--- src/egp_pkg.sv ---
// Purpose: shared constants, types and helpers of the event pin port
// Assumes: 20 MHz system clock, APB register access
// Notes:   byte offsets are word aligned
`default_nettype none

package egp_pkg;
    // ==========================================================
    // sizes and timing
    localparam int NUM_SLOTS     = 12;
    localparam int NUM_EV_PINS   = 5;
    localparam int NUM_ELEC      = 5;
    localparam int CLK_HZ        = 20_000_000;
    localparam int PULSE_TIME_MS = 100;
    localparam int PULSE_CYCLES  = CLK_HZ / 1000 * PULSE_TIME_MS;
    localparam int STRAP_WAIT    = 3;

    // ==========================================================
    // register byte offsets
    localparam logic [7:0] REG_SLOT0  = 8'h00;
    localparam logic [7:0] REG_PINMUX = 8'h30;
    localparam logic [7:0] REG_POWER  = 8'h34;
    localparam logic [7:0] REG_STATUS = 8'h38;
    localparam logic [7:0] REG_REJECT = 8'h3c;

    // ==========================================================
    // slot config fields
    localparam int CFG_W       = 17;
    localparam int CFG_EN      = 0;
    localparam int CFG_SRC_LO  = 1;
    localparam int CFG_GES_LO  = 3;
    localparam int CFG_TT_LO   = 6;
    localparam int CFG_ELE_LO  = 8;
    localparam int CFG_ACT_LO  = 11;
    localparam int CFG_PIN_LO  = 14;
    localparam logic [CFG_W-1:0] CFG_RESET = 17'h00000;

    // pinmux fields and reset value
    localparam int PMX_PIN1_EV  = 0;
    localparam int PMX_PIN2_EV  = 1;
    localparam int PMX_PIN3_LO  = 2;
    localparam logic [3:0] PMX_RESET = 4'h0;

    // serial slave address base, low bit from strap
    localparam logic [6:0] SLAVE_ADDR_BASE = 7'h42;

    // ==========================================================
    // enumerations
    typedef enum logic [1:0] {
        SRC_GESTURE  = 2'b00,
        SRC_TOUCH    = 2'b01,
        SRC_APPROACH = 2'b10
    } egp_src_t;

    typedef enum logic [2:0] {
        GES_FLICK_WE = 3'b000,
        GES_FLICK_EW = 3'b001,
        GES_FLICK_NS = 3'b010,
        GES_FLICK_SN = 3'b011,
        GES_CIRC_CW  = 3'b100,
        GES_CIRC_CCW = 3'b101,
        GES_WHEEL_CW = 3'b110
    } egp_gesture_t;

    typedef enum logic [1:0] {
        TT_TOUCH = 2'b00,
        TT_TAP   = 2'b01,
        TT_DTAP  = 2'b10
    } egp_touch_t;

    typedef enum logic [2:0] {
        ACT_PERM_HI = 3'b000,
        ACT_PERM_LO = 3'b001,
        ACT_TOGGLE  = 3'b010,
        ACT_PULSE   = 3'b011,
        ACT_HIGH_AC = 3'b100,
        ACT_LOW_AC  = 3'b101
    } egp_action_t;

    typedef enum logic [1:0] {
        PM_PROCESS  = 2'b00,
        PM_SELFWAKE = 2'b01,
        PM_DEEPSLP  = 2'b10
    } egp_mode_t;

    typedef enum logic [1:0] {
        P3_WAKE  = 2'b00,
        P3_SYNC  = 2'b01,
        P3_EVENT = 2'b10
    } egp_pin3_t;

    // ==========================================================
    // legal source and action pairing
    function automatic logic action_legal(input logic [1:0] src, input logic [2:0] ges,
                                          input logic [1:0] tt, input logic [2:0] act);
        logic lvl;
        logic edg;
        lvl = (act == ACT_HIGH_AC) || (act == ACT_LOW_AC);
        edg = (act == ACT_PERM_HI) || (act == ACT_PERM_LO) || (act == ACT_TOGGLE)
              || (act == ACT_PULSE);
        action_legal = 1'b0;
        if (src == SRC_GESTURE) begin
            if (ges == GES_WHEEL_CW) begin
                action_legal = (act == ACT_PULSE);
            end else begin
                action_legal = edg && (ges != 3'h7);
            end
        end else if (src == SRC_TOUCH) begin
            if (tt == TT_TOUCH) begin
                action_legal = lvl || (act == ACT_TOGGLE) || (act == ACT_PULSE);
            end else begin
                action_legal = edg && (tt != 2'h3);
            end
        end else if (src == SRC_APPROACH) begin
            action_legal = lvl;
        end
    endfunction

    // idle pin level of a slot before any event
    function automatic logic idle_level(input logic [2:0] act);
        idle_level = (act == ACT_PERM_LO) || (act == ACT_LOW_AC);
    endfunction
endpackage

`default_nettype wire

--- src/egp_slot_if.sv ---
// Purpose: carrier between the port top and one event slot
// Assumes: one instance per slot
// Notes:   events are shared copies driven by the top
`default_nettype none

interface egp_slot_if;
    import egp_pkg::*;
    logic [CFG_W-1:0]    cfg;
    logic                cfg_load;
    logic                run;
    logic                ges_pulse;
    logic [2:0]          ges_code;
    logic [NUM_ELEC-1:0] touch_lvl;
    logic [NUM_ELEC-1:0] tap_pulse;
    logic [NUM_ELEC-1:0] dtap_pulse;
    logic                approach_lvl;
    logic                level;
    logic                reject;

    modport ctrl (output cfg, cfg_load, run, ges_pulse, ges_code, touch_lvl, tap_pulse,
                  dtap_pulse, approach_lvl, input level, reject);
    modport slot (input cfg, cfg_load, run, ges_pulse, ges_code, touch_lvl, tap_pulse,
                  dtap_pulse, approach_lvl, output level, reject);
endinterface

`default_nettype wire

--- src/egp_slot.sv ---
// Purpose: one configurable event output slot
// Assumes: events are synchronous one-cycle pulses or levels
// Notes:   a config load returns the slot to its idle level
`default_nettype none

module egp_slot
    import egp_pkg::*;
#(
    parameter int PULSE_LEN = PULSE_CYCLES
) (
    input  wire logic    pclk,
    input  wire logic    presetn,
    egp_slot_if.slot     sif
);
    localparam int CW = $clog2(PULSE_LEN + 1);
    localparam logic [CW-1:0] PULSE_LOAD = CW'(PULSE_LEN); // full width, counted down to zero

    // ==========================================================
    // config decode
    wire       en    = sif.cfg[CFG_EN];
    wire [1:0] src   = sif.cfg[CFG_SRC_LO +: 2];
    wire [2:0] ges   = sif.cfg[CFG_GES_LO +: 3];
    wire [1:0] tt    = sif.cfg[CFG_TT_LO +: 2];
    wire [2:0] ele   = sif.cfg[CFG_ELE_LO +: 3];
    wire [2:0] act   = sif.cfg[CFG_ACT_LO +: 3];
    wire       legal = action_legal(src, ges, tt, act);
    wire       idle  = idle_level(act);
    wire       go    = en && legal && (sif.run || (src == SRC_APPROACH));
    wire       ele_ok = (ele < 3'(NUM_ELEC));
    wire [2:0] ele_i = ele_ok ? ele : 3'h0;

    logic          level_r;
    logic [CW-1:0] cnt_r;
    logic          cond_prev_r;

    // qualifying condition and trigger pulse
    wire t_lvl = ele_ok && sif.touch_lvl[ele_i];
    wire cond  = (src == SRC_APPROACH) ? sif.approach_lvl : t_lvl;
    wire trig_ges = sif.ges_pulse && (sif.ges_code == ges);
    wire trig_tch = (tt == TT_TOUCH) ? (cond && !cond_prev_r)
                  : (tt == TT_TAP)   ? (ele_ok && sif.tap_pulse[ele_i])
                  : (ele_ok && sif.dtap_pulse[ele_i]);
    wire trig = (src == SRC_GESTURE) ? trig_ges
              : (src == SRC_TOUCH) ? trig_tch : (cond && !cond_prev_r);

    assign sif.level  = level_r;
    assign sif.reject = en && !legal;

    // ==========================================================
    // waveform generator
    always_ff @(posedge pclk or negedge presetn) begin
        if (!presetn) begin
            level_r     <= 1'b0;
            cnt_r       <= '0;
            cond_prev_r <= 1'b0;
        end else begin
            cond_prev_r <= cond;
            if (sif.cfg_load || !go) begin
                level_r <= idle;
                cnt_r   <= '0;
            end else begin
                unique case (act)
                    ACT_PERM_HI: if (trig) level_r <= 1'b1;
                    ACT_PERM_LO: if (trig) level_r <= 1'b0;
                    ACT_TOGGLE:  if (trig) level_r <= !level_r;
                    ACT_PULSE: begin
                        if (trig) begin
                            level_r <= 1'b1;
                            cnt_r   <= PULSE_LOAD;
                        end else if (cnt_r != '0) begin
                            cnt_r <= cnt_r - CW'(1);
                            if (cnt_r == CW'(1)) level_r <= 1'b0;
                        end
                    end
                    ACT_HIGH_AC: level_r <= cond;
                    ACT_LOW_AC:  level_r <= !cond;
                    default:     level_r <= idle;
                endcase
            end
        end
    end

    // ==========================================================
    // checks
    a_toggle_flip: assert property (@(posedge pclk) disable iff (!presetn)
        go && !sif.cfg_load && act == ACT_TOGGLE && trig |=> level_r != $past(level_r))
        else $error("toggle did not invert");
    a_pulse_width: assert property (@(posedge pclk) disable iff (!presetn)
        go && !sif.cfg_load && act == ACT_PULSE && trig |=> level_r && cnt_r == PULSE_LOAD)
        else $error("pulse did not start");
    a_active_follow: assert property (@(posedge pclk) disable iff (!presetn)
        go && !sif.cfg_load && act == ACT_HIGH_AC |=> level_r == $past(cond))
        else $error("high active level wrong");
    a_reject_idle: assert property (@(posedge pclk) disable iff (!presetn)
        en && !legal |=> level_r == $past(idle))
        else $error("rejected slot moved");
    c_pulse_end: cover property (@(posedge pclk) disable iff (!presetn)
        act == ACT_PULSE && cnt_r == CW'(1) ##1 !level_r);
    c_toggle: cover property (@(posedge pclk) disable iff (!presetn)
        go && act == ACT_TOGGLE && trig);
endmodule // egp_slot

`default_nettype wire

--- src/egp_port.sv ---
// Purpose: event output pins, pin mux, strap address and wake logic
// Assumes: event inputs come from logic on pclk; pins are asynchronous
// Notes:   one APB wait state on every access
//
// Function
// - five event pins driven by recognition events
// - twelve slots, each routed to one pin
// - several slots may share one pin
// - trigger source: gesture, touch or approach
// - gesture selector picks flick, circle or wheel
// - touch type: touch, tap or double tap
// - electrode selector picks one of five
// - six actions select pin waveform
// - pulse lasts 100 ms then returns
// - illegal source/action pairs are rejected
// - pins work alongside serial bus traffic
// - strap fixes slave address 0x42 or 0x43
// - extended pins multiplexed per pin function
// - wake request lines return device to processing
// - processing mode keeps event outputs active
//
// Design decisions made here: the APB register port and the placing of the registers.
`default_nettype none

module egp_port
    import egp_pkg::*;
#(
    parameter int PULSE_LEN = PULSE_CYCLES
) (
    input  wire logic                pclk,
    input  wire logic                presetn,
    input  wire logic [7:0]          paddr,
    input  wire logic                psel,
    input  wire logic                penable,
    input  wire logic                pwrite,
    input  wire logic [31:0]         pwdata,
    output logic      [31:0]         prdata,
    output logic                     pready,
    output logic                     pslverr,
    input  wire logic                ges_pulse,
    input  wire logic [2:0]          ges_code,
    input  wire logic [NUM_ELEC-1:0] touch_lvl,
    input  wire logic [NUM_ELEC-1:0] tap_pulse,
    input  wire logic [NUM_ELEC-1:0] dtap_pulse,
    input  wire logic                approach_lvl,
    input  wire logic                sync_out,
    input  wire logic                ts_assert,
    input  wire logic                sda_drive_low,
    input  wire logic                scl_drive_low,
    input  wire logic                addr_strap_pin,
    input  wire logic                ext_pin_1_i,
    input  wire logic                ext_pin_2_i,
    input  wire logic                ext_pin_3_i,
    input  wire logic                ext_pin_4_i,
    input  wire logic                ext_pin_5_i,
    output logic [7:0]               ext_pin_o,
    output logic [7:0]               ext_pin_oe,
    output logic                     sda_in,
    output logic                     scl_in,
    output logic [6:0]               slave_addr,
    output logic                     processing_mode
);
    // ==========================================================
    // pin synchronisers (stage 1 read only by stage 2)
    logic [5:0] sync1_r;
    logic [5:0] sync2_r;
    logic [1:0] wake_prev_r;
    wire  [5:0] pins_raw = {addr_strap_pin, ext_pin_5_i, ext_pin_4_i, ext_pin_3_i,
                            ext_pin_2_i, ext_pin_1_i};

    always_ff @(posedge pclk or negedge presetn) begin
        if (!presetn) begin
            sync1_r     <= 6'h3f;
            sync2_r     <= 6'h3f;
            wake_prev_r <= 2'h3;
        end else begin
            sync1_r     <= pins_raw;
            sync2_r     <= sync1_r;
            wake_prev_r <= sync2_r[2:1];
        end
    end

    // ==========================================================
    // registers
    logic [CFG_W-1:0] cfg_r [NUM_SLOTS];
    logic [3:0]       pinmux_r;
    egp_mode_t        mode_r;
    logic             pready_r;
    logic [31:0]      prdata_r;
    logic             pslverr_r;
    logic [1:0]       strap_cnt_r;
    logic             strap_done_r;
    logic [6:0]       slave_addr_r;
    logic             aux_strap_r;
    logic [7:0]       pin_o_r;
    logic [7:0]       pin_oe_r;
    logic [NUM_SLOTS-1:0] load_r;
    logic             proc_r;

    // APB decode
    wire       acc      = psel && penable;
    wire       done     = acc && pready_r;
    wire       wr       = done && pwrite;
    wire [5:0] widx     = paddr[7:2];
    wire       is_slot  = (widx < 6'(NUM_SLOTS));
    wire       is_pmx   = (paddr == REG_PINMUX);
    wire       is_pwr   = (paddr == REG_POWER);
    wire       is_stat  = (paddr == REG_STATUS);
    wire       is_rej   = (paddr == REG_REJECT);
    wire       mapped   = (paddr[1:0] == 2'b00)
                          && (is_slot || is_pmx || is_pwr || is_stat || is_rej);
    wire [3:0] sidx     = widx[3:0];

    // wake requests on lines muxed as wake inputs, active low falling edge
    wire wake_a   = !pinmux_r[PMX_PIN2_EV] && wake_prev_r[0] && !sync2_r[1];
    wire wake_b   = (pinmux_r[PMX_PIN3_LO +: 2] == P3_WAKE) && wake_prev_r[1] && !sync2_r[2];
    wire wake_evt = wake_a || wake_b;

    // slots
    logic [NUM_SLOTS-1:0] slot_lvl;
    logic [NUM_SLOTS-1:0] slot_rej;
    logic [NUM_EV_PINS-1:0] ev_level;

    genvar g;
    generate
        for (g = 0; g < NUM_SLOTS; g++) begin : g_slot
            egp_slot_if sif ();
            assign sif.cfg          = cfg_r[g];
            assign sif.cfg_load     = load_r[g];
            assign sif.run          = (mode_r == PM_PROCESS);
            assign sif.ges_pulse    = ges_pulse;
            assign sif.ges_code     = ges_code;
            assign sif.touch_lvl    = touch_lvl;
            assign sif.tap_pulse    = tap_pulse;
            assign sif.dtap_pulse   = dtap_pulse;
            assign sif.approach_lvl = approach_lvl;
            assign slot_lvl[g]      = sif.level;
            assign slot_rej[g]      = sif.reject;
            egp_slot #(.PULSE_LEN(PULSE_LEN)) u_slot (
                .pclk    (pclk),
                .presetn (presetn),
                .sif     (sif)
            );
        end
    endgenerate

    // wired-or of every enabled slot routed to each event pin
    always_comb begin
        ev_level = '0;
        for (int s = 0; s < NUM_SLOTS; s++) begin
            for (int p = 0; p < NUM_EV_PINS; p++) begin
                if (cfg_r[s][CFG_EN] && cfg_r[s][CFG_PIN_LO +: 3] == 3'(p)) begin
                    ev_level[p] = ev_level[p] | slot_lvl[s];
                end
            end
        end
    end

    // read mux
    logic [31:0] rd_val;
    always_comb begin
        rd_val = 32'h0;
        if (is_slot) rd_val = {15'h0, cfg_r[sidx]};
        else if (is_pmx) rd_val = {28'h0, pinmux_r};
        else if (is_pwr) rd_val = {30'h0, mode_r};
        else if (is_stat) rd_val = {14'h0, pin_o_r, aux_strap_r, strap_done_r,
                                     processing_mode, slave_addr_r};
        else if (is_rej) rd_val = {20'h0, slot_rej};
    end

    // APB slave, one wait state
    always_ff @(posedge pclk or negedge presetn) begin
        if (!presetn) begin
            pready_r  <= 1'b0;
            prdata_r  <= 32'h0;
            pslverr_r <= 1'b0;
        end else begin
            pready_r  <= acc && !pready_r;
            pslverr_r <= acc && !pready_r && !mapped;
            prdata_r  <= (acc && !pready_r && !pwrite && mapped) ? rd_val : 32'h0;
        end
    end

    // config writes; wake wins over a sleep request in the same cycle
    always_ff @(posedge pclk or negedge presetn) begin
        if (!presetn) begin
            for (int s = 0; s < NUM_SLOTS; s++) cfg_r[s] <= CFG_RESET;
            pinmux_r <= PMX_RESET;
            mode_r   <= PM_PROCESS;
            proc_r   <= 1'b1;
            load_r   <= '0;
        end else begin
            load_r <= '0;
            if (wr && mapped && is_slot) begin
                cfg_r[sidx]  <= pwdata[CFG_W-1:0];
                load_r[sidx] <= 1'b1;
            end
            if (wr && mapped && is_pmx) pinmux_r <= pwdata[3:0];
            if (wake_evt) begin
                mode_r <= PM_PROCESS;
                proc_r <= 1'b1;
            end else if (wr && mapped && is_pwr && pwdata[1:0] != 2'b11) begin
                mode_r <= egp_mode_t'(pwdata[1:0]);
                proc_r <= (pwdata[1:0] == 2'b00);
            end
        end
    end

    // strap capture after synchroniser settles
    always_ff @(posedge pclk or negedge presetn) begin
        if (!presetn) begin
            strap_cnt_r  <= 2'h0;
            strap_done_r <= 1'b0;
            slave_addr_r <= SLAVE_ADDR_BASE;
            aux_strap_r  <= 1'b0;
        end else if (!strap_done_r) begin
            strap_cnt_r <= strap_cnt_r + 2'h1;
            if (strap_cnt_r == 2'(STRAP_WAIT)) begin
                strap_done_r <= 1'b1;
                slave_addr_r <= {SLAVE_ADDR_BASE[6:1], sync2_r[5]};
                aux_strap_r  <= sync2_r[0];
            end
        end
    end

    // pin multiplexer, registered; runs independent of bus traffic
    always_ff @(posedge pclk or negedge presetn) begin
        if (!presetn) begin
            pin_o_r  <= 8'h00;
            pin_oe_r <= 8'h00;
        end else begin
            pin_o_r[0]  <= 1'b0;
            pin_oe_r[0] <= ts_assert;
            pin_o_r[1]  <= ev_level[0];
            pin_oe_r[1] <= pinmux_r[PMX_PIN1_EV];
            pin_o_r[2]  <= ev_level[1];
            pin_oe_r[2] <= pinmux_r[PMX_PIN2_EV];
            pin_o_r[3]  <= (pinmux_r[PMX_PIN3_LO +: 2] == P3_SYNC) ? sync_out : ev_level[2];
            pin_oe_r[3] <= (pinmux_r[PMX_PIN3_LO +: 2] != P3_WAKE);
            pin_o_r[4]  <= 1'b0;
            pin_oe_r[4] <= sda_drive_low;
            pin_o_r[5]  <= 1'b0;
            pin_oe_r[5] <= scl_drive_low;
            pin_o_r[6]  <= ev_level[3];
            pin_oe_r[6] <= 1'b1;
            pin_o_r[7]  <= ev_level[4];
            pin_oe_r[7] <= 1'b1;
        end
    end

    // outputs
    assign prdata          = prdata_r;
    assign pready          = pready_r;
    assign pslverr         = pslverr_r;
    assign ext_pin_o       = pin_o_r;
    assign ext_pin_oe      = pin_oe_r;
    assign sda_in          = sync2_r[3];
    assign scl_in          = sync2_r[4];
    assign slave_addr      = slave_addr_r;
    assign processing_mode = proc_r;

    // ==========================================================
    // checks
    a_strap_addr: assert property (@(posedge pclk) disable iff (!presetn)
        !strap_done_r && strap_cnt_r == 2'(STRAP_WAIT) |=>
        slave_addr == {SLAVE_ADDR_BASE[6:1], $past(sync2_r[5])})
        else $error("slave address not from strap");
    a_strap_hold: assert property (@(posedge pclk) disable iff (!presetn)
        strap_done_r |=> $stable(slave_addr))
        else $error("slave address changed after capture");
    a_wake_mode: assert property (@(posedge pclk) disable iff (!presetn)
        wake_evt |=> processing_mode)
        else $error("wake did not enter processing");
    a_power_sleep: assert property (@(posedge pclk) disable iff (!presetn)
        wr && mapped && is_pwr && pwdata[1:0] == 2'b10 && !wake_evt |=> !processing_mode)
        else $error("sleep request ignored");
    a_ts_drive: assert property (@(posedge pclk) disable iff (!presetn)
        ts_assert |=> ext_pin_oe[0] && !ext_pin_o[0])
        else $error("transfer status not driven");
    a_ts_release: assert property (@(posedge pclk) disable iff (!presetn)
        !ts_assert |=> !ext_pin_oe[0])
        else $error("transfer status held");
    a_pin1_strap: assert property (@(posedge pclk) disable iff (!presetn)
        !pinmux_r[PMX_PIN1_EV] |=> !ext_pin_oe[1])
        else $error("strap pin driven");
    a_pin1_event: assert property (@(posedge pclk) disable iff (!presetn)
        pinmux_r[PMX_PIN1_EV] |=> ext_pin_oe[1] && ext_pin_o[1] == $past(ev_level[0]))
        else $error("event pin one wrong");
    a_pin6_event: assert property (@(posedge pclk) disable iff (!presetn)
        1'b1 |=> ext_pin_o[6] == $past(ev_level[3]) && ext_pin_oe[6])
        else $error("event pin six wrong");
    a_apb_wait: assert property (@(posedge pclk) disable iff (!presetn)
        acc && !pready_r |=> pready ##1 !pready)
        else $error("apb answer timing wrong");
    a_apb_error: assert property (@(posedge pclk) disable iff (!presetn)
        acc && !pready_r && !mapped |=> pslverr && prdata == 32'h0)
        else $error("unmapped access not refused");
    a_apb_rdata: assert property (@(posedge pclk) disable iff (!presetn)
        !(acc && !pready_r) |=> prdata == 32'h0)
        else $error("read data outside answer");
    c_wake: cover property (@(posedge pclk) disable iff (!presetn)
        mode_r == PM_DEEPSLP ##1 wake_evt);
    c_shared_pin: cover property (@(posedge pclk) disable iff (!presetn)
        ev_level[3] && $countones(slot_lvl) > 1);
    c_reject: cover property (@(posedge pclk) disable iff (!presetn) |slot_rej);
endmodule // egp_port

`default_nettype wire

--- config.mk ---
export PLATFORM = sky130hd
export DESIGN_NAME = egp_port
export DESIGN_NICKNAME = d
export VERILOG_FILES = /design/src/egp_pkg.sv /design/src/egp_slot_if.sv /design/src/egp_slot.sv /design/src/egp_port.sv
export SDC_FILE = /design/constraint.sdc
export NUM_CORES = 2
export LEC_CHECK = 0
export ABC_AREA = 1
export BUFFER_PORTS_ARGS = -buffer_cell sky130_fd_sc_hd__buf_2
export CORE_ASPECT_RATIO = 0.5
export CORE_MARGIN = 3
export CORE_UTILIZATION = 60
export DETAILED_ROUTE_END_ITERATION = 6
export PLACE_DENSITY = 0.78
export SLEW_MARGIN = 40
export SYNTH_ARGS = -nofsm -noshare
export SYNTH_HDL_FRONTEND = slang
export SYNTH_SLANG_ARGS = --single-unit
--- constraint.sdc ---
create_clock -name pclk -period 3.2 [get_ports pclk]
set_input_delay 0.32 -clock pclk [delete_from_list [all_inputs] [get_ports pclk]]
set_output_delay 0.32 -clock pclk [all_outputs]
set_load 0.005 [all_outputs]
==> impl_results.md <==
- Die width: 340.9 um
- Die Y: 173.4 um
- Top_reg_cell synth: dfrtp_1
- Setup Buffers After CTS: 0
- Largest net degree at the start of global routing: 91
- RSZ-0062 raised after global routing: no
- Critical-path cell list: inv_1, ha_1, nand2_1, nor2_1, inv_2, nor2_2, nand4_1, or3_1, nand2_1, nand2_1, inv_1, nand2_1, inv_2, nand2_1, nand2_1
- DR vias: 33280
- CTS Buf Count: 51
- Core area: 54580 um^2
- Post-synthesis mux area share: 0.001004
- Final count of hold timing violations: 0
- DR iter-0 viols: between 3000 and 4000
- Xor/xnor share of the synthesized area: 0.05883
- CP most frequent cell: nand2_1
- Slowest CP cell: dfrtp_1
- Most common cell after layout, fill and taps aside: nand2_1
- Layout Nets: 4915
- Status: complete, but fails checks
- CTS tree: yes
- Clk sinks: 550
- Vias in the first global route: ~31000
- Post-layout min period: 2923 ps
- H-tree depth: 2
- Final setup fails: 0
- Cell variety after synth: 64
- IO Port Bufs: 96
- Mean post-synth cell area: 7.142 um^2
- WS Path Type: reg2reg
- Number of synthesized flops with an enable pin: 0
- Fin. max-slew vios: 0
- Synth Register Bits: 550
- Max_cap viols: 0
- Routability Congestion: 1.009
- Peak supply drop: 553.8 uV
- Overall fraction of global-route tracks in use: 0.3705
- Crit path required time: 3740 ps
- Antenna Nets Post-Route: 0
- Initial Util: 0.6165
- WL/cell: between 15 and 20 um
- Pre-CTS WS: 303.0 ps
- WP buf/inv: 4
- Share of the synthesized area in the top cell type: 0.3979
- Adder-Cell Fraction of Synth Area: 0.009297
- CTS resizes: 0
- Startpoint types: flip-flop
- Worst Setup SP: g_slot[8].u_slot.cnt_r[0]
- Final Skew: 20.98 ps
- Hold depth: 3
- Final worst slack: 276.8 ps
- Worst hold path class: in2reg
- Largest family of logic cells by synthesized area: simple AND/OR/NAND/NOR gates
- Instance count on the critical path: 15
- Clock tree buffer depth: 3
- Gr ovfl total: 0
- Die Area: roughly 59000 um^2
- Share of cells above drive strength 1: 0.07722
- Root Buffer: clkbuf_16
- Crit share post-route: 0.9135
- Critical R2R Launch: g_slot[8].u_slot.cnt_r[0]
- Detail Placement HPWL: 80940 um
- TritonRoute pass-1 iters: 7
- Area grow syn2layout: 9.911%
- Cell taking the most area after synthesis: dfrtp_1
- Crit path max-delay family: simple AND/OR/NAND/NOR gates
- Yosys warnings: 0
- Async set-reset flop share out of synthesis: 1.000
- Cell area after synthesis: 33640 um^2
- Initial antenna violation count: 8
- Cell count after synthesis: 4711
- Sequential fraction of the synthesis area: 0.4096
- Post-route DRC: 2
- Boundary pin count: roughly 140
- Row count: 60
- Worst rel slew slack: 0.3753
- Setup TNS: 0 ps
- DRT Wirelength: between 100000 and 150000 um
- Clock slew at reported path FFs: 70 ps
- Min-delay src: pwdata[14]
- Leak Pwr: 19.17 nW
- Synth Area in Compound Gates: 0.1292
- Pwr dens: 385.3 nW/um^2
- Simple-gate area share of the yosys netlist: 0.3076
- Hold-fix buffers, CTS: 13
- Via density: 5.937
- First-pass GRT wire length: 172900 um
- Commonest non-fill, non-tap cells in the layout: nand2_1 (1336), dfrtp_1 (535), nor2_1 (471)
- Skew-Pair Late Insertion Delay: 610 ps
- Max Fclk: between 300 and 400 MHz
- Top post-synthesis cells by area: dfrtp_1 (40%), nand2_1 (15%), nor2_1 (5.3%)
- Crit path max fanout: 19
- Worst setup EP type: flip-flop
- Worst R2R Path Depth: 15
- Worst Tran Pin Value: roughly 930 ps
- CP max stage delay: 380 ps
- Worst Path Arrival: 3460 ps
- Violated checks: design-rule violations
## layer usage
layer / wire length, um / track usage / vias to the layer above
met5: 44 / 0 / -
met1: 47000 / 0.5168 / 15680
met2: 46280 / 0.5408 / 1656
li1: - / - / 15620
met3: 14320 / 0.1247 / 325
met4: 4236 / 0.1265 / 6
## state kept, by name (all words and copies together), names as in the netlist
register / count
ext_pin_o: 5
mode_r: 2
prdata: 18
aux_strap_r: 1
wake_prev_r: 2
g_slot.u_slot.sif.level: 12
slave_addr: 1
pslverr: 1
g_slot.u_slot.cnt_r: 252
pready: 1
strap_done_r: 1
sync1_r: 6
g_slot.sif.cfg: 204
g_slot.u_slot.cond_prev_r: 12
sync2_r: 6
pinmux_r: 4
processing_mode: 1
ext_pin_oe: 7
load_r: 12
strap_cnt_r: 2
## where the power goes
group	switching [mW]	leakage, nW	internal (mW)	total [mW]
Sequential	0.0142	6.91	6.98	7.00
Combinational	0.664	11.4	0.202	0.865
Clock	2.88	0.841	3.50	6.39
## worst register-to-register path: stages, from the launching register on
cell	delay, ps
dfrtp_1	380
inv_1	120
ha_1	230
nand2_1	130
nor2_1	220
inv_2	70
nor2_2	140
nand4_1	180
or3_1	370
nand2_1	70
nand2_1	130
inv_1	90
nand2_1	200
inv_2	340
nand2_1	120
nand2_1	80
## Yosys cell counts (all sizes together) (5+ instances only)
cell	n
o311ai	7
a21o	6
o21ai	453
o211ai	43
nor4	28
nand4	83
a31oi	26
nor2	475
ha	25
o31ai	5
a22oi	7
clkinv	12
a21oi	109
a221oi	7
nand3b	23
nor3	160
clkbuf	100
nand3	316
xnor2	88
o22ai	54
a311oi	5
xor2	138
nor3b	5
or2	15
a211oi	11
dfstp	15
o221ai	6
nand2	1338
o2111ai	11
buf	91
inv	482
dfrtp	535
## cell families (layout without fill, tap and decap cells)
logic type               Yosys count  after routing
AO/OA/AOI/OAI                    770            770
XOR/XNOR                         226            226
adder cells (fa/ha/maj)           25             25
buffers and inverters            685            808
flip-flops                       550            550
multiplexers                       3              3
other                              2             30
AND/OR/NAND/NOR                 2450           2450
## through the flow
step / std cells / util / instance area [um^2] / power [mW] / hold WS [ps]
after floorplan: 4733 / - / 33730 / 7.465 / 24.41
after global placement: 5492 / 0.6433 / 35110 / 7.924 / 345.7
after detailed placement: 5492 / 0.6433 / 35110 / 7.932 / 347.5
after CTS: 5599 / 0.6768 / 36940 / 14.24 / 77.62
after global routing: 5605 / 0.6775 / 36980 / 14.62 / 106.0
final: 5606 / 0.6776 / 36980 / 14.25 / 104.6
## final cells by class
class | count | area, um^2
antenna | 6 | 15.01
clock buffer | 68 | 1443
clock inverter | 26 | 252.7
fill | 4763 | 17600
inverter | 494 | 1861
multi-input combinational | 3498 | 17120
sequential | 550 | 13780
tap | 744 | 930.9
timing repair buffer | 220 | 1574
## path summary, 6_finish.rpt
| kind | endpoint | slack [ps] |
|---|---|---|
| max in group asynchronous | prdata[14] | 1730 |
| min reg2reg | sync2_r[4] | 340 |
| max reg2reg | g_slot[8].u_slot.cnt_r[10] | 280 |
| min | g_slot[6].sif.cfg[14] | 100 |
| max | g_slot[8].u_slot.cnt_r[10] | 280 |
| min in group asynchronous | g_slot[1].u_slot.cnt_r[1] | 210 |
(Power assumes the default switching activity.)
